$ cat src/verilog/sprs_params.svh
// constants for the strap ratio select block: strap codes, ratios and frequency limits
`ifndef SPRS_PARAMS_SVH
`define SPRS_PARAMS_SVH

// platform ratio strap codes (multiplier of reference clock)
`define SPRS_PLAT_CODE_16 4'h0
`define SPRS_PLAT_CODE_2 4'h2
`define SPRS_PLAT_CODE_3 4'h3
`define SPRS_PLAT_CODE_4 4'h4
`define SPRS_PLAT_CODE_5 4'h5
`define SPRS_PLAT_CODE_6 4'h6
`define SPRS_PLAT_CODE_8 4'h8
`define SPRS_PLAT_CODE_9 4'h9
`define SPRS_PLAT_CODE_10 4'ha
`define SPRS_PLAT_CODE_12 4'hc
`define SPRS_PLAT_CODE_20 4'hd

// core ratio strap codes; ratio held in half steps (core = plat * halves / 2)
`define SPRS_CORE_CODE_4_1 3'h0
`define SPRS_CORE_CODE_9_2 3'h1
`define SPRS_CORE_CODE_RSVD 3'h2
`define SPRS_CORE_CODE_3_2 3'h3
`define SPRS_CORE_CODE_2_1 3'h4
`define SPRS_CORE_CODE_5_2 3'h5
`define SPRS_CORE_CODE_3_1 3'h6
`define SPRS_CORE_CODE_7_2 3'h7

// memory bus clock divisor relative to platform clock
`define SPRS_MEM_DIV 2

// operating limits in MHz, all but SPRS_MEM_MAX_LOW_MHZ used by the range checker
`define SPRS_PLAT_MIN_MHZ 333
`define SPRS_CORE_MIN_MHZ 800
`define SPRS_CORE_MAX_MHZ 1333
`define SPRS_MEM_MIN_MHZ 166
`define SPRS_MEM_MAX_MHZ 266
`define SPRS_MEM_MAX_LOW_MHZ 200
`define SPRS_REF_MAX_SLOW_MHZ 100
`define SPRS_CORE_FAST_MHZ 1200

// reset values of the latched ratios
`define SPRS_PLAT_MULT_RST 5'h00
`define SPRS_CORE_HALF_RST 4'h0

`endif

$ cat src/verilog/sprs_pkg.sv
// types for the strap ratio select block
package sprs_pkg;

	// decoded platform ratio
	typedef struct packed {
		logic [4:0] mult;
		logic reserved;
	} sprs_plat_ratio_type;

	// decoded core ratio in half steps
	typedef struct packed {
		logic [3:0] halves;
		logic reserved;
	} sprs_core_ratio_type;

	// raw strap pins
	typedef struct packed {
		logic [3:0] plat;
		logic [2:0] core;
	} sprs_straps_type;

	// latch sequencer states
	typedef enum logic [1:0] {
		SPRS_IN_RESET = 2'b00,
		SPRS_SAMPLE = 2'b01,
		SPRS_LOCKED = 2'b10
	} sprs_state_type;

endpackage : sprs_pkg

$ cat src/verilog/sprs_range_check.sv
// frequency range checker for the chosen ratios
`timescale 1ns/1ps
`include "sprs_params.svh"

module sprs_range_check #(
	parameter int REF_MHZ = 100,
	parameter int CORE_MAX_MHZ = `SPRS_CORE_MAX_MHZ,
	parameter int MEM_MAX_MHZ = `SPRS_MEM_MAX_MHZ
) (
	// clock and reset
	input wire logic i_clk_sys,
	input wire logic i_reset_n,
	// latched ratios
	input wire sprs_pkg::sprs_plat_ratio_type i_plat,
	input wire sprs_pkg::sprs_core_ratio_type i_core,
	input wire logic i_valid,
	// result
	output logic o_range_ok
);
	import sprs_pkg::*;

	initial begin
		if (REF_MHZ < 1 || CORE_MAX_MHZ < `SPRS_CORE_MIN_MHZ) begin
			$error("sprs_range_check: bad frequency parameters");
		end
	end

	logic [15:0] plat_mhz;
	logic [15:0] core_mhz;
	logic [15:0] mem_mhz;
	logic ok_plat;
	logic ok_core;
	logic ok_mem;
	logic ok_ref;

	// derived frequencies; integer MHz is coarse but enough for a limit check
	assign plat_mhz = 16'(REF_MHZ * int'(i_plat.mult));
	assign core_mhz = 16'((int'(plat_mhz) * int'(i_core.halves)) / 2);
	assign mem_mhz = 16'(int'(plat_mhz) / `SPRS_MEM_DIV);
	assign ok_plat = plat_mhz >= 16'(`SPRS_PLAT_MIN_MHZ);
	assign ok_core = core_mhz >= 16'(`SPRS_CORE_MIN_MHZ) && core_mhz <= 16'(CORE_MAX_MHZ);
	assign ok_mem = mem_mhz >= 16'(`SPRS_MEM_MIN_MHZ) && mem_mhz <= 16'(MEM_MAX_MHZ);
	assign ok_ref = core_mhz >= 16'(`SPRS_CORE_FAST_MHZ) ||
		REF_MHZ <= `SPRS_REF_MAX_SLOW_MHZ;

	// registered verdict; all limits judged together
	always_ff @(posedge i_clk_sys or negedge i_reset_n) begin
		if (!i_reset_n) begin
			o_range_ok <= 1'b0;
		end else begin
			o_range_ok <= i_valid && !i_plat.reserved && !i_core.reserved &&
				ok_plat && ok_core && ok_mem && ok_ref;
		end
	end

endmodule // sprs_range_check

$ cat src/verilog/sprs_strap_ratio.sv
// strap sampling and decode of platform and core clock ratios
`timescale 1ns/1ps
`include "sprs_params.svh"

// Function
// platform clock equals reference times strap ratio
// four-bit platform code decodes to eleven multipliers
// board must drive every platform strap pin
// core clock from platform via three-pin ratio
// three-bit core code decodes; 010 reserved
// platform frequency chosen equal to memory rate
// memory bus clock is half platform clock
// platform clock never below 333 MHz
// core clock between 800 and grade maximum
// memory clock within 166 to 266 MHz
// reference at most 100 MHz below 1200
// both ratios chosen jointly within limits
// latch straps once at reset release
module sprs_strap_ratio #(
	parameter int REF_MHZ = 100,
	parameter int CORE_MAX_MHZ = `SPRS_CORE_MAX_MHZ,
	parameter int MEM_MAX_MHZ = `SPRS_MEM_MAX_MHZ
) (
	// clock and reset
	input wire logic i_clk_sys,
	input wire logic i_reset_n,
	// strap pins, shared with other functions after reset
	input wire logic [3:0] i_platform_ratio_strap,
	input wire logic i_core_ratio_strap_bit2,
	input wire logic i_core_ratio_strap_bit1,
	input wire logic i_core_ratio_strap_bit0,
	// decoded ratios
	output sprs_pkg::sprs_plat_ratio_type o_plat_ratio,
	output sprs_pkg::sprs_core_ratio_type o_core_ratio,
	output logic [4:0] o_mem_mult_halves,
	output logic o_ratios_valid,
	output logic o_range_ok
);
	import sprs_pkg::*;

	initial begin
		if (REF_MHZ > 1000 || MEM_MAX_MHZ < `SPRS_MEM_MIN_MHZ) begin
			$error("sprs_strap_ratio: unsupported parameters");
		end
	end

	// platform code to multiplier; zero marks a reserved code
	function automatic sprs_plat_ratio_type plat_decode(input logic [3:0] code);
		sprs_plat_ratio_type r;
		r.reserved = 1'b0;
		case (code)
			`SPRS_PLAT_CODE_16: r.mult = 5'h10;
			`SPRS_PLAT_CODE_2: r.mult = 5'h02;
			`SPRS_PLAT_CODE_3: r.mult = 5'h03;
			`SPRS_PLAT_CODE_4: r.mult = 5'h04;
			`SPRS_PLAT_CODE_5: r.mult = 5'h05;
			`SPRS_PLAT_CODE_6: r.mult = 5'h06;
			`SPRS_PLAT_CODE_8: r.mult = 5'h08;
			`SPRS_PLAT_CODE_9: r.mult = 5'h09;
			`SPRS_PLAT_CODE_10: r.mult = 5'h0a;
			`SPRS_PLAT_CODE_12: r.mult = 5'h0c;
			`SPRS_PLAT_CODE_20: r.mult = 5'h14;
			default: begin
				r.mult = 5'h00;
				r.reserved = 1'b1;
			end
		endcase
		return r;
	endfunction

	// core code to ratio in half steps
	function automatic sprs_core_ratio_type core_decode(input logic [2:0] code);
		sprs_core_ratio_type r;
		r.reserved = 1'b0;
		case (code)
			`SPRS_CORE_CODE_4_1: r.halves = 4'h8;
			`SPRS_CORE_CODE_9_2: r.halves = 4'h9;
			`SPRS_CORE_CODE_3_2: r.halves = 4'h3;
			`SPRS_CORE_CODE_2_1: r.halves = 4'h4;
			`SPRS_CORE_CODE_5_2: r.halves = 4'h5;
			`SPRS_CORE_CODE_3_1: r.halves = 4'h6;
			`SPRS_CORE_CODE_7_2: r.halves = 4'h7;
			default: begin
				r.halves = 4'h0;
				r.reserved = 1'b1;
			end
		endcase
		return r;
	endfunction

	sprs_state_type state_q;
	sprs_state_type state_d;
	sprs_straps_type straps;
	sprs_plat_ratio_type plat_dec;
	sprs_core_ratio_type core_dec;
	logic capture;

	// bit2 is the most significant core strap
	assign straps.plat = i_platform_ratio_strap;
	assign straps.core = {i_core_ratio_strap_bit2, i_core_ratio_strap_bit1,
		i_core_ratio_strap_bit0};
	assign plat_dec = plat_decode(straps.plat);
	assign core_dec = core_decode(straps.core);

	// a capture happens only on the first cycle after reset release, so
	// later reuse of the pins as bus lines cannot disturb the ratios
	assign capture = state_q == SPRS_IN_RESET;
	always_comb begin
		case (state_q)
			SPRS_IN_RESET: state_d = SPRS_SAMPLE;
			SPRS_SAMPLE: state_d = SPRS_LOCKED;
			SPRS_LOCKED: state_d = SPRS_LOCKED;
			default: state_d = SPRS_LOCKED;
		endcase
	end

	// sequencer; the asynchronous reset loads constants only
	always_ff @(posedge i_clk_sys or negedge i_reset_n) begin
		if (!i_reset_n) begin
			state_q <= SPRS_IN_RESET;
		end else begin
			state_q <= state_d;
		end
	end

	// ratio latches, loaded once by the clocked capture
	always_ff @(posedge i_clk_sys or negedge i_reset_n) begin
		if (!i_reset_n) begin
			o_plat_ratio <= '{mult: `SPRS_PLAT_MULT_RST, reserved: 1'b0};
			o_core_ratio <= '{halves: `SPRS_CORE_HALF_RST, reserved: 1'b0};
			o_mem_mult_halves <= 5'h00;
			o_ratios_valid <= 1'b0;
		end else if (capture) begin
			o_plat_ratio <= plat_dec;
			o_core_ratio <= core_dec;
			// memory clock in half steps of reference: plat mult / 2 // see
			o_mem_mult_halves <= plat_dec.mult;
			o_ratios_valid <= 1'b1;
		end
	end

	sprs_range_check #(
		.REF_MHZ(REF_MHZ),
		.CORE_MAX_MHZ(CORE_MAX_MHZ),
		.MEM_MAX_MHZ(MEM_MAX_MHZ)
	) u_check (
		.i_clk_sys(i_clk_sys),
		.i_reset_n(i_reset_n),
		.i_plat(o_plat_ratio),
		.i_core(o_core_ratio),
		.i_valid(o_ratios_valid),
		.o_range_ok(o_range_ok)
	);

	// latched ratios never move once valid
	a_ratio_hold: assert property (@(posedge i_clk_sys) disable iff (!i_reset_n)
		$past(o_ratios_valid) |-> $stable(o_plat_ratio) && $stable(o_core_ratio))
		else $error("ratios changed after lock");

	// valid rises exactly one edge after release
	a_valid_once: assert property (@(posedge i_clk_sys) disable iff (!i_reset_n)
		!o_ratios_valid |=> o_ratios_valid [*3])
		else $error("valid not held after capture");

	// core code 010 reports reserved
	a_core_rsvd: assert property (@(posedge i_clk_sys) disable iff (!i_reset_n)
		capture && straps.core == 3'h2 |=> o_core_ratio.reserved && o_core_ratio.halves == 4'h0)
		else $error("reserved core code not flagged");

	// platform code 1101 gives twenty
	a_plat_twenty: assert property (@(posedge i_clk_sys) disable iff (!i_reset_n)
		capture && straps.plat == 4'hd |=> o_plat_ratio.mult == 5'h14)
		else $error("platform code 1101 not twenty");

	// platform code 0000 gives sixteen
	a_plat_sixteen: assert property (@(posedge i_clk_sys) disable iff (!i_reset_n)
		capture && straps.plat == 4'h0 |=> o_plat_ratio.mult == 5'h10 && !o_plat_ratio.reserved)
		else $error("platform code 0000 not sixteen");

	// core code 001 gives nine halves
	a_core_ninehalf: assert property (@(posedge i_clk_sys) disable iff (!i_reset_n)
		capture && straps.core == 3'h1 |=> o_core_ratio.halves == 4'h9)
		else $error("core code 001 not 9:2");

	// memory multiplier tracks platform multiplier
	a_mem_half: assert property (@(posedge i_clk_sys) disable iff (!i_reset_n)
		o_ratios_valid |-> o_mem_mult_halves == o_plat_ratio.mult)
		else $error("memory ratio not half platform");

	// reserved platform code never reports in range
	a_rsvd_range: assert property (@(posedge i_clk_sys) disable iff (!i_reset_n)
		o_plat_ratio.reserved |=> !o_range_ok)
		else $error("reserved strap judged in range");

endmodule // sprs_strap_ratio
$ cat config.mk
export PLATFORM = sky130hd
export DESIGN_NAME = sprs_strap_ratio
export DESIGN_NICKNAME = d
export VERILOG_FILES = /design/src/verilog/sprs_pkg.sv /design/src/verilog/sprs_range_check.sv /design/src/verilog/sprs_strap_ratio.sv
export VERILOG_INCLUDE_DIRS = /design/src /design/src/verilog
export SDC_FILE = /design/constraint.sdc
export NUM_CORES = 1
export LEC_CHECK = 0
export BUFFER_PORTS_ARGS = -buffer_cell sky130_fd_sc_hd__buf_2
export CAP_MARGIN = 20
export CORE_UTILIZATION = 49
export CTS_BUF_LIST = sky130_fd_sc_hd__clkbuf_4 sky130_fd_sc_hd__clkbuf_8
export CTS_CLUSTER_DIAMETER = 150
export DETAILED_ROUTE_END_ITERATION = 8
export HOLD_SLACK_MARGIN = 0.15
export PLACE_DENSITY_LB_ADDON = 0.2
export SYNTH_ARGS = -nofsm -noshare
export SYNTH_HDL_FRONTEND = slang
export SYNTH_SLANG_ARGS = --single-unit
$ cat constraint.sdc
create_clock -name i_clk_sys -period 5.9 [get_ports i_clk_sys]
set_input_delay 0.295 -clock i_clk_sys [delete_from_list [all_inputs] [get_ports i_clk_sys]]
set_output_delay 0.295 -clock i_clk_sys [all_outputs]
set_load 0.02 [all_outputs]
Yosys cells after proc, flatten, opt, wreduce, memory -nomap -nowiden:

Index checks and enable logic that the tools add are counted.

* register bits: 15
* input port bits: 9
* output and inout port bits: 18
* logic and storage cells: 49

* multipliers: 2
* magnitude comparators: 5
* equal/unequal tests: 16
* muxes and demuxes: 5
* reduce and logical (&&, ||, !) cells: 14

Operator list (number)
* one-hot mux 5 bit (11 select lines): 1
* one-hot mux 4 bit (7 select lines): 1
* equality test 4 bit (second input constant): 5
* greater-or-equal comparator 16 x 10 -> 1 bit (second input constant): 1
* greater-or-equal comparator 16 x 9 -> 1 bit (second input constant): 1
* <= comparator 16 x 11 -> 1 bit (second input constant): 1
* greater-or-equal comparator 15 x 8 -> 1 bit (second input constant): 1
* <= comparator 15 x 9 -> 1 bit (second input constant): 1
* multiplier 14 x 4 -> 15 bit: 1
* equality test 3 bit (second input constant): 4
* equality test 4 x 3 -> 1 bit (second input constant): 3
* OR reduction 11 bit: 1
* multiplier 5 x 5 -> 10 bit (first input constant): 1
* equality test 4 x 2 -> 1 bit (second input constant): 2
* logical AND 1 bit: 7
* OR reduction 7 bit: 1
* zero test 4 bit: 1
* equality test 3 x 1 -> 1 bit (second input constant): 1
* equality test 3 x 2 -> 1 bit (second input constant): 1
* zero test 3 bit: 1
* zero test 1 bit: 2
* zero test 2 bit: 1
* 2-to-1 mux 1 bit: 2
* 2-to-1 mux 2 bit: 1

Depth between registers and ports, before layout:

Gate-level depths: netlist (run 1).

* depth in word-level cells: 6
* mapped depth: 19
* gate-level depth less buffers: 19

Hierarchy:

Synthesis (run 1) repeated with hierarchy kept, for this count alone.

* cell total of the unflattened synthesis: 266
* area total of the unflattened synthesis: 2316.0 um^2

Modules (own cells, without submodules)
* sprs_range_check: times used 1, cells each 200, area an instance 1650.3 um^2, seq. area each 25.0 um^2
* sprs_strap_ratio: times used 1, cells each 66, area an instance 665.6 um^2, seq. area each 350.3 um^2

Least setup slack after synthesis (run 1):

No wires, ideal clock.

* kind: register to register
* from: register, netlist name o_mem_mult_halves[1]
* to: register u_check.o_range_ok
* setup time: 0.111 ns
* arrival: 5.160 ns
* data required time: 5.789 ns
* setup slack: 0.629 ns
* cell stages (with the launch flop): 19
* path buffers: 0
* clock period less this slack: 5.271 ns
* cells stage by stage: dfrtp_1 -> ha_1 -> ha_1 -> ha_1 -> fa_1 -> a21oi_1 -> nor2b_1 -> nor2_1 -> xnor2_1 -> and2_1 -> fa_1 -> fa_1 -> ha_1 -> a2111o_1 -> o22ai_1 -> nand2_1 -> o21ai_0 -> or4b_1 -> a2111oi_2

RTL lines
* end signal: assignment: RTL line sprs_range_check.sv:51 `o_range_ok <= i_valid && !i_plat.reserved && !i_core.reserved &&`
* end: declaration: RTL line sprs_range_check.sv:18 `output logic o_range_ok`

==> reports/metrics.yaml, run 1 <==
status: "finished, final reports clean"
via_count: 1841
postCtsSetupBuffers: 0
finalMaxSlewViolations: 0
powerDensity_nw_per_um2: 187
antenna-diode-count: 0
max-clock-path-buffers: 2
number_of_antenna_violations_at_the_first_check_in_global_routing: 0
combined_flip_flop_and_latch_cell_area_um2: 375
synth.top_cells.by_area: "ha_1 18%, dfrtp_1 16%, fa_1 15%, and2_1 6.5%, nand2_1 5.5%"
max_cap_viol_count: 0
port_buffers: 26
timing.critical_path.mode_cell: "ha_1"
final_core_utilization: 0.561
detail_route.drc_violations: 0
cts.repair.resized: 0
worst_pin_slew_ns: 0.490
post_synthesis_cell_type_with_the_largest_combined_area: "ha_1"
ys_types: 48
die_width_um: 70.5
final.hold.worst_slack_ns: 0.267
required_ns: 6.04
ant_nets: 0
reg2reg_setup_slack_ns: 0.45
multi_input_comb_area_um2: 1770
firstDrtPassIters: 4
worstPathMaxFanout: 6
floorplan.initialDensity: 0.517
min_period_ns: 5.45
cp-end-kind: "register"
cp-start-kind: "register"
placed_cells: 334
max-vdd-ir-drop_mv: 0.152
netlist_top_cells_count: "34 x ha_1, 34 x nand2_1, 24 x and2_1, 23 x inv_1, 18 x o21ai_0"
syn_warnings: 0
synthArstFlopShare: 1.00
route.detailed.wl_per_inst_um: 13.2
dp.final_hpwl_mm: 3.69
fraction_of_layout_cells_with_a_size_suffix_above_1: 0.129
die_h_um: 70.5
wirelength_mm: 4.47
leakagePower_nw: 1.27
timing.critical_path.cells: "ha_1 -> ha_1 -> ha_1 -> fa_1 -> a21oi_1 -> nor2b_1 -> nor2_1 -> xnor2_1 -> and2_1 -> fa_1 -> fa_1 -> ha_1 -> a2111o_1 -> o22ai_1 -> nand2_1 -> o21ai_0 -> or4b_1 -> a2111oi_2"
gp_congestion: 0.843
ys_ff_latch: 15
core_region_area_um2: 4440
first_iter_violations: 79
global_route.overflow_total: 0
syn_nets: 328
detailed_place.area_um2: 2430
clock_sinks: 15
report.power.total_mw: 0.465
htreeDepth: 1
critPathArrivalTime_ns: 5.59
cts_buffer_count: 3
finish.net_count: 348
period_share: 0.924
max_clock_freq_mhz: 184
design_area_um2: 2490
synth_top_area_share: 0.185
areaGrowthSynthToFinish_pct: 8.43
nFillCells: 406
unrepaired_setup_endpoints_after_global_routing: "no"
clk_root_buffer_cell: "clkbuf_8"
fin_setup_tns_ns: 0
synth-seq-area-share: 0.163
post_placement_worst_setup_slack_ns: 0.474
finalClockSkew_ns: 0.00325
grt_start_max_net_pins: 17
synth_area_um2: 2300
clock_transition_at_the_register_clock_pins_on_the_worst_setup_and_hold_paths_after_cts_ns: 0.07
die_area_um2: 4970
insertion_delay_ns: 0.25
global_route.usage.total: 0.191
criticalPathCategory: "reg2reg"
netlist_instances: 268
layout_setup_ws_ns: 0.451
edff_count_synth: 0
critical_path.slowest_cell: "fa_1"
drt-vias-per-instance: 5.43
largest_incremental_delay_on_the_critical_path_ns: 0.49
pin_count: 27
timing_hold_violations_final: 0
syn_area_per_cell_um2: 8.58
timing.max_slew.rel_slack: 0.670
grt_pass1_vias: 1719
grt_first_pass_wirelength_mm: 7.71
min-delay-path-class: "in2reg"
setup_viol_count_final: 0
ys_dominant_reg_cell: "dfrtp_1"
tritoncts: "built"
row_count: 24
finalNonFillerCells: 339
flip-flops by register name, indices dropped and copies added, names as in the netlist:
signal / count
o_core_ratio: 5
o_mem_mult_halves: 5
state_q: 2
o_plat_ratio: 1
o_ratios_valid: 1
u_check.o_range_ok: 1
layout by cell type, fill, tap and decap left out, types with 3 or more instances in the layout:
cell,count
buf_2,26
nand2b_1,4
dfrtp_1,15
inv_1,23
nor2_1,7
xor2_1,7
ha_1,34
a21oi_1,14
nand3_1,6
nand2_1,34
fa_1,17
clkbuf_8,3
nor2b_1,5
and2_1,24
o21ai_0,18
a31oi_1,3
xnor2_1,7
power by group:
| part | switching, mW | internal (mW) |
|---|---|---|
| sequential | 0.0103 | 0.109 |
| clock | 0.0402 | 0.0475 |
| combinational | 0.149 | 0.110 |
layer usage:
layer  part of all wire  global-route usage  vias to the layer above
met1               0.51               0.269                      862
met2               0.47               0.318                       25
met5                  0                   0                        -
met3              0.023              0.0188                        2
li1                   -                   -                      952
met4             0.0020              0.0408                        0
area by class of cell:
class / instances / area share
flip-flops and latches: 15 / 0.151
repair buffers: 28 / 0.0592
multi-input cells: 216 / 0.708
inverters: 24 / 0.0361
well taps: 52 / 0.0261
clock inverters: 1 / 0.00301
clock buffers: 3 / 0.0166
worst max-delay path, delay by kind of cell, from the launching register on:
family	cells	cell delay [ns]
fa+ha+maj	7	2.60
xor+xnor	1	0.18
simple gates	5	0.93
flops	1	0.44
compound gates	5	1.20
path summary, 6_finish.rpt:
path	startpoint	end	depth (start not counted)
max	o_mem_mult_halves[4]$_DFFE_PN0P_	u_check.o_range_ok$_DFF_PN0_	18
max reg2reg	o_mem_mult_halves[4]$_DFFE_PN0P_	u_check.o_range_ok$_DFF_PN0_	18
min reg2reg	o_ratios_valid$_DFFE_PN0P_	o_ratios_valid$_DFFE_PN0P_	1
min	i_core_ratio_strap_bit0	o_core_ratio[1]$_DFFE_PN0P_	3
max in group asynchronous	i_reset_n	u_check.o_range_ok$_DFF_PN0_	2
min in group asynchronous	i_reset_n	o_ratios_valid$_DFFE_PN0P_	2
cells by family after synthesis:
group | share of synthesized area
DFF | 0.163
xor gates and xnor gates | 0.0533
muxes | 0.00435
AOI/OAI and AO/OA | 0.149
buffers and inverters | 0.0686
adders and majority gates | 0.337
and+or+nand+nor | 0.225
timing repair:
action / CTS / global route
hold buffers: 1 / 0
endpoints found under the setup margin: 0 / 0
hold endpoints to repair: 15 / 0
Note: power is estimated with default switching activity, not from simulation.
==> run 2: changes to the inputs <==
==> constraint.sdc (replaced) <==
create_clock -name i_clk_sys -period 5.9 [get_ports i_clk_sys]
set_input_delay 0.59 -clock i_clk_sys [delete_from_list [all_inputs] [get_ports i_clk_sys]]
set_output_delay 0.59 -clock i_clk_sys [all_outputs]
set_load 0.02 [all_outputs]
==> run 2 against run 1 <==
Power is essentially flat. Wire length grew 0.11%. Clock power grew 0.6%. Clock skew is essentially flat. Worst setup slack gained 0.0027 ns. Die area is the same. Largest cell class unchanged.
==> reports/metrics.yaml, run 2 (same netlist as run 1, synthesis figures left out) <==
status: "finished, final reports clean"
power_switching_mw: 0.200  # +0.24%
max_clock_freq_mhz: 184  # about the same
gp_congestion: 0.843  # unchanged
post_placement_worst_setup_slack_ns: 0.474  # unchanged
firstDrtPassIters: 4  # unchanged
cts_hold_buf: 0  # -1
cts_buffer_count: 3  # unchanged
finalNonFillerCells: 338  # -0.29%
top_regs: "o_core_ratio (5), o_mem_mult_halves (5), state_q (2)"
grt_pass1_vias: 1719  # unchanged
max_cap_viol_count: 0  # unchanged
report.power.total_mw: 0.465  # about the same
insertion_delay_ns: 0.25  # about the same
global_route.overflow_total: 0  # unchanged
detail_route.drc_violations: 0  # unchanged
grt_start_max_net_pins: 17  # unchanged
netSwitchingFraction: 0.429  # +0.000912
port_buffers: 26  # unchanged
first_iter_violations: 73  # -7.6%
core_region_area_um2: 4440  # unchanged
layout_setup_ws_ns: 0.453  # +0.00265 ns
clock_transition_at_the_register_clock_pins_on_the_worst_setup_and_hold_paths_after_cts_ns: 0.07  # about the same
drt-vias-per-instance: 5.45  # +0.35%
worst_pin_slew_ns: 0.490  # +0.0000763 ns
placed_cells: 334  # unchanged
fraction_of_layout_cells_with_a_size_suffix_above_1: 0.129  # +0.000451
power.internal_mw: 0.266  # -0.13%
postCtsSetupBuffers: 0  # unchanged
detailed_place.area_um2: 2430  # unchanged
die_area_um2: 4970  # unchanged
die_h_um: 70.5  # unchanged
finalMaxSlewViolations: 0  # unchanged
route.detailed.wl_per_inst_um: 13.3  # +0.41%
power_frac_seq: 0.255  # about the same
cts.repair.resized: 0  # unchanged
via_count: 1842  # +0.054%
criticalPathCategory: "reg2reg"
grt_first_pass_wirelength_mm: 7.71  # unchanged
max-clock-path-buffers: 2  # unchanged
timing.max_slew.rel_slack: 0.670  # about the same
cp-start-kind: "register"
ant_nets: 0  # unchanged
min-delay-path-class: "in2async"
areaGrowthSynthToFinish_pct: 8.00
setup_viol_count_final: 0  # unchanged
period_share: 0.923  # about the same
critPathArrivalTime_ns: 5.59  # about the same
unrepaired_setup_endpoints_after_global_routing: "no"
clock_sinks: 15  # unchanged
fin_setup_tns_ns: 0  # unchanged
cp-end-kind: "register"
power.combinational.fraction: 0.556  # about the same
global_route.usage.total: 0.191  # unchanged
pin_count: 27  # unchanged
number_of_antenna_violations_at_the_first_check_in_global_routing: 0  # unchanged
tritoncts: "built"
wirelength_mm: 4.48  # +0.11%
dp.final_hpwl_mm: 3.69  # unchanged
clk_root_buffer_cell: "clkbuf_8"
min_period_ns: 5.45  # -0.00265 ns
power_frac_clock: 0.189  # about the same
finish.net_count: 347  # -0.29%
row_count: 24  # unchanged
htreeDepth: 1  # unchanged
timing_hold_violations_final: 0  # unchanged
design_area_um2: 2480  # -0.40%
max-vdd-ir-drop_mv: 0.151  # -0.11%
antenna-diode-count: 0  # unchanged
powerDensity_nw_per_um2: 187  # +0.43%
most_used_cells_in_the_layout_excluding_fill_and_tap_cells: "34 x nand2_1, 34 x ha_1, 26 x buf_2"
leakagePower_nw: 1.27  # -0.33%
die_width_um: 70.5  # unchanged
finalClockSkew_ns: 0.00297  # -0.000284 ns
final.hold.worst_slack_ns: 0.240  # -0.0266 ns
worstPathMaxFanout: 6  # unchanged
nFillCells: 407  # +0.25%
required_ns: 6.04  # about the same
final_core_utilization: 0.559  # -0.00225
floorplan.initialDensity: 0.517  # unchanged
run 2: cell count changes in the layout (fill, tap and decap cells not counted), sizes merged:
cell and delta:
dlygate4sd3 -1
run 2: per-layer routing:
metal / wire length [µm] / GRT usage / vias up
met1: 2220 / 0.269 / 866
met3: 97 / 0.0188 / 2
met4: 9 / 0.0408 / 0
met2: 2150 / 0.318 / 25
li1: - / - / 949
met5: 0 / 0 / -
run 2: final timing paths:
| kind | start | endpoint | slack [ns] | cells past startpoint |
|---|---|---|---|---|
| worst max-delay path | o_mem_mult_halves[4]$_DFFE_PN0P_ | u_check.o_range_ok$_DFF_PN0_ | 0.45 | 18 |
| worst min-delay path | i_reset_n | o_ratios_valid$_DFFE_PN0P_ | 0.24 | 1 |
| worst max register to register | o_mem_mult_halves[4]$_DFFE_PN0P_ | u_check.o_range_ok$_DFF_PN0_ | 0.45 | 18 |
| worst min register to register | o_ratios_valid$_DFFE_PN0P_ | o_ratios_valid$_DFFE_PN0P_ | 0.53 | 1 |
| max in group asynchronous | i_reset_n | o_core_ratio[4]$_DFFE_PN0P_ | 5.40 | 1 |
| min in group i_clk_sys | o_ratios_valid$_DFFE_PN0P_ | o_ratios_valid$_DFFE_PN0P_ | 0.53 | 1 |
run 2: critical path, stage by stage, from the launching register on:
cell	delay, ns
dfrtp_1	0.43
ha_1	0.29
ha_1	0.30
ha_1	0.23
fa_1	0.48
a21oi_1	0.16
nor2b_1	0.08
nor2_1	0.12
xnor2_1	0.18
and2_1	0.18
fa_1	0.44
fa_1	0.49
ha_1	0.37
a2111o_1	0.43
o22ai_1	0.17
nand2_1	0.07
o21ai_0	0.08
or4b_1	0.48
a2111oi_2	0.36
run 2: cell type report:
| type | instances | area, µm² | share of cell area |
|---|---|---|---|
| Multi-Input combinational cell | 216 | 1770 | 0.711 |
| Inverter | 24 | 90.1 | 0.0363 |
| Timing Repair Buffer | 27 | 138 | 0.0554 |
| Clock buffer | 3 | 41.3 | 0.0166 |
| Sequential cell | 15 | 375 | 0.151 |
| Clock inverter | 1 | 7.51 | 0.00302 |
| Tap cell | 52 | 65.1 | 0.0262 |
run 2: power by group through the flow:
stage | logic, mW | registers, mW | clock network [mW]
finish | 0.259 | 0.119 | 0.0882
global route | 0.293 | 0.121 | 0.0922
CTS | 0.261 | 0.119 | 0.0894
detailed placement | 0.258 | 0.121 | 0
global placement | 0.257 | 0.121 | 0
floorplan | 0.203 | 0.124 | 0
==> run 3: changes to the inputs <==
--- a/config.mk
+++ b/config.mk
@@ -12,7 +12,7 @@
 export CTS_BUF_LIST = sky130_fd_sc_hd__clkbuf_4 sky130_fd_sc_hd__clkbuf_8
 export CTS_CLUSTER_DIAMETER = 150
 export DETAILED_ROUTE_END_ITERATION = 8
-export HOLD_SLACK_MARGIN = 0.15
+export HOLD_SLACK_MARGIN = 0.1
 export PLACE_DENSITY_LB_ADDON = 0.2
 export SYNTH_ARGS = -nofsm -noshare
 export SYNTH_HDL_FRONTEND = slang
==> constraint.sdc (replaced) <==
create_clock -name i_clk_sys -period 6.6 [get_ports i_clk_sys]
set_input_delay 0.66 -clock i_clk_sys [delete_from_list [all_inputs] [get_ports i_clk_sys]]
set_output_delay 0.66 -clock i_clk_sys [all_outputs]
set_load 0.02 [all_outputs]
==> run 3 against run 2 <==
Global-route usage increased by 1.4 points. Combinational power decreased by 11%. Flip-flop and latch count unchanged. Hold slack improved by 0.061 ns. Clock skew increased by 0.0012 ns. Cell count decreased by 0.30%. Highest routed layer unchanged. Non-clock buffer count decreased by 1. Count of clock-buffer cells in the layout unchanged.
==> reports/metrics.yaml, run 3 (same netlist as run 1, synthesis figures left out) <==
drt-vias-per-instance: 5.66  # +3.9%
grt_start_max_net_pins: 17  # unchanged
cp-start-kind: "register"
number_of_antenna_violations_at_the_first_check_in_global_routing: 0  # unchanged
leakagePower_nw: 1.26  # -0.40%
worst_pin_slew_ns: 0.493  # +0.00290 ns
criticalPathCategory: "reg2reg"
clock_sinks: 15  # unchanged
global_route.usage.total: 0.205  # +0.0143
unrepaired_setup_endpoints_after_global_routing: "no"
powerDensity_nw_per_um2: 169  # -9.9%
die_width_um: 70.5  # unchanged
core_region_area_um2: 4440  # unchanged
gp_congestion: 0.790  # -6.3%
die_h_um: 70.5  # unchanged
worstPathMaxFanout: 10  # +4
power_frac_clock: 0.191  # +0.002
netSwitchingFraction: 0.433  # +0.00361
required_ns: 6.75  # +0.71 ns
ant_nets: 0  # unchanged
port_buffers: 26  # unchanged
status: "finished, final reports clean"
clk_root_buffer_cell: "clkbuf_8"
critPathArrivalTime_ns: 5.68  # +0.09 ns
global_route.overflow_total: 0  # unchanged
timing_hold_violations_final: 0  # unchanged
finalClockSkew_ns: 0.00419  # +0.00123 ns
timing.max_slew.rel_slack: 0.668  # -0.00195
max-clock-path-buffers: 2  # unchanged
setup_viol_count_final: 0  # unchanged
route.detailed.wl_per_inst_um: 13.4  # +1.5%
fraction_of_layout_cells_with_a_size_suffix_above_1: 0.126  # -0.00305
power_frac_seq: 0.256  # about the same
postCtsSetupBuffers: 0  # unchanged
wirelength_mm: 4.53  # +1.2%
insertion_delay_ns: 0.26  # about the same
cts.repair.resized: 0  # unchanged
max_cap_viol_count: 0  # unchanged
pin_count: 27  # unchanged
via_count: 1909  # +3.6%
firstDrtPassIters: 4  # unchanged
max-vdd-ir-drop_mv: 0.106  # -30%
cts_hold_buf: 0  # unchanged
cp-end-kind: "register"
min-delay-path-class: "in2async"
min_period_ns: 5.52  # +0.0751 ns
final.hold.worst_slack_ns: 0.301  # +0.0606 ns
power.combinational.fraction: 0.553  # -0.003
detail_route.drc_violations: 0  # unchanged
antenna-diode-count: 0  # unchanged
power.internal_mw: 0.237  # -11%
htreeDepth: 1  # unchanged
first_iter_violations: 152  # +110%
period_share: 0.837  # -0.0865
finalMaxSlewViolations: 0  # unchanged
max_clock_freq_mhz: 181  # -1.4%
top_regs: "o_core_ratio (5), o_mem_mult_halves (5), state_q (2)"
die_area_um2: 4970  # unchanged
dp.final_hpwl_mm: 3.80  # +2.8%
most_used_cells_in_the_layout_excluding_fill_and_tap_cells: "34 x nand2_1, 34 x ha_1, 26 x buf_2"
clock_transition_at_the_register_clock_pins_on_the_worst_setup_and_hold_paths_after_cts_ns: 0.07  # about the same
areaGrowthSynthToFinish_pct: 7.67
floorplan.initialDensity: 0.517  # unchanged
power_switching_mw: 0.181  # -9.4%
row_count: 24  # unchanged
cts_buffer_count: 3  # unchanged
fin_setup_tns_ns: 0  # unchanged
finish.net_count: 346  # -0.29%
grt_pass1_vias: 1807  # +5.1%
tritoncts: "built"
grt_first_pass_wirelength_mm: 8.20  # +6.4%
[run 3: worst paths after layout]
kind	start	end	slack [ns]	cells past startpoint
max	o_mem_mult_halves[1]$_DFFE_PN0P_	u_check.o_range_ok$_DFF_PN0_	1.08	18
max in group asynchronous	i_reset_n	o_core_ratio[0]$_DFFE_PN0P_	6.04	1
max reg2reg	o_mem_mult_halves[1]$_DFFE_PN0P_	u_check.o_range_ok$_DFF_PN0_	1.08	18
min in group i_clk_sys	o_ratios_valid$_DFFE_PN0P_	o_ratios_valid$_DFFE_PN0P_	0.52	1
min reg2reg	o_ratios_valid$_DFFE_PN0P_	o_ratios_valid$_DFFE_PN0P_	0.52	1
min	i_reset_n	o_core_ratio[4]$_DFFE_PN0P_	0.30	1
[run 3: power groups by stage]
stage          sequential (mW)  clock [mW]  combinational (mW)
6_report                 0.107      0.0797               0.231
5_1_grt                  0.108      0.0857               0.266
4_1_cts                  0.107      0.0816               0.234
3_5_place_dp             0.109           0               0.233
3_3_place_gp             0.109           0               0.230
2_1_floorplan            0.111           0               0.181
[run 3: per-layer routing]
layer,part of all wire,track usage
met1,0.48,0.288
met2,0.49,0.346
met3,0.021,0.0173
met4,0.0093,0.0431
met5,0,0
[run 3: cell type report]
cell class	count	area, µm²
clock buffers	3	41.3
clock inverters	1	7.51
fillers	420	1970
inverters	24	90.1
multi-input cells	216	1770
flip-flops and latches	15	375
well taps	52	65.1
repair buffers	26	130
[run 3: per-stage QoR]
step	util	power, mW	setup slack, ns	std cells	area, µm²
after floorplan	-	0.292	1.33	268	2300
after global placement	0.546	0.338	1.28	333	2430
after detailed placement	0.546	0.341	1.13	333	2430
after CTS	0.557	0.423	1.10	337	2480
after global routing	0.557	0.460	0.832	337	2480
final	0.557	0.418	1.08	337	2480
[run 3: critical path: stages, from the launching register on]
cell and delay [ns]:
dfrtp_1 0.49, ha_1 0.34, ha_1 0.30, ha_1 0.23, fa_1 0.47, a21oi_1 0.16, nor2b_1 0.08, nor2_1 0.13
xnor2_1 0.20, and2_1 0.19, fa_1 0.43, fa_1 0.49, ha_1 0.37, a2111o_1 0.43, o22ai_1 0.17, nand2_1 0.07
o21ai_0 0.08, or4b_1 0.48, a2111oi_2 0.33
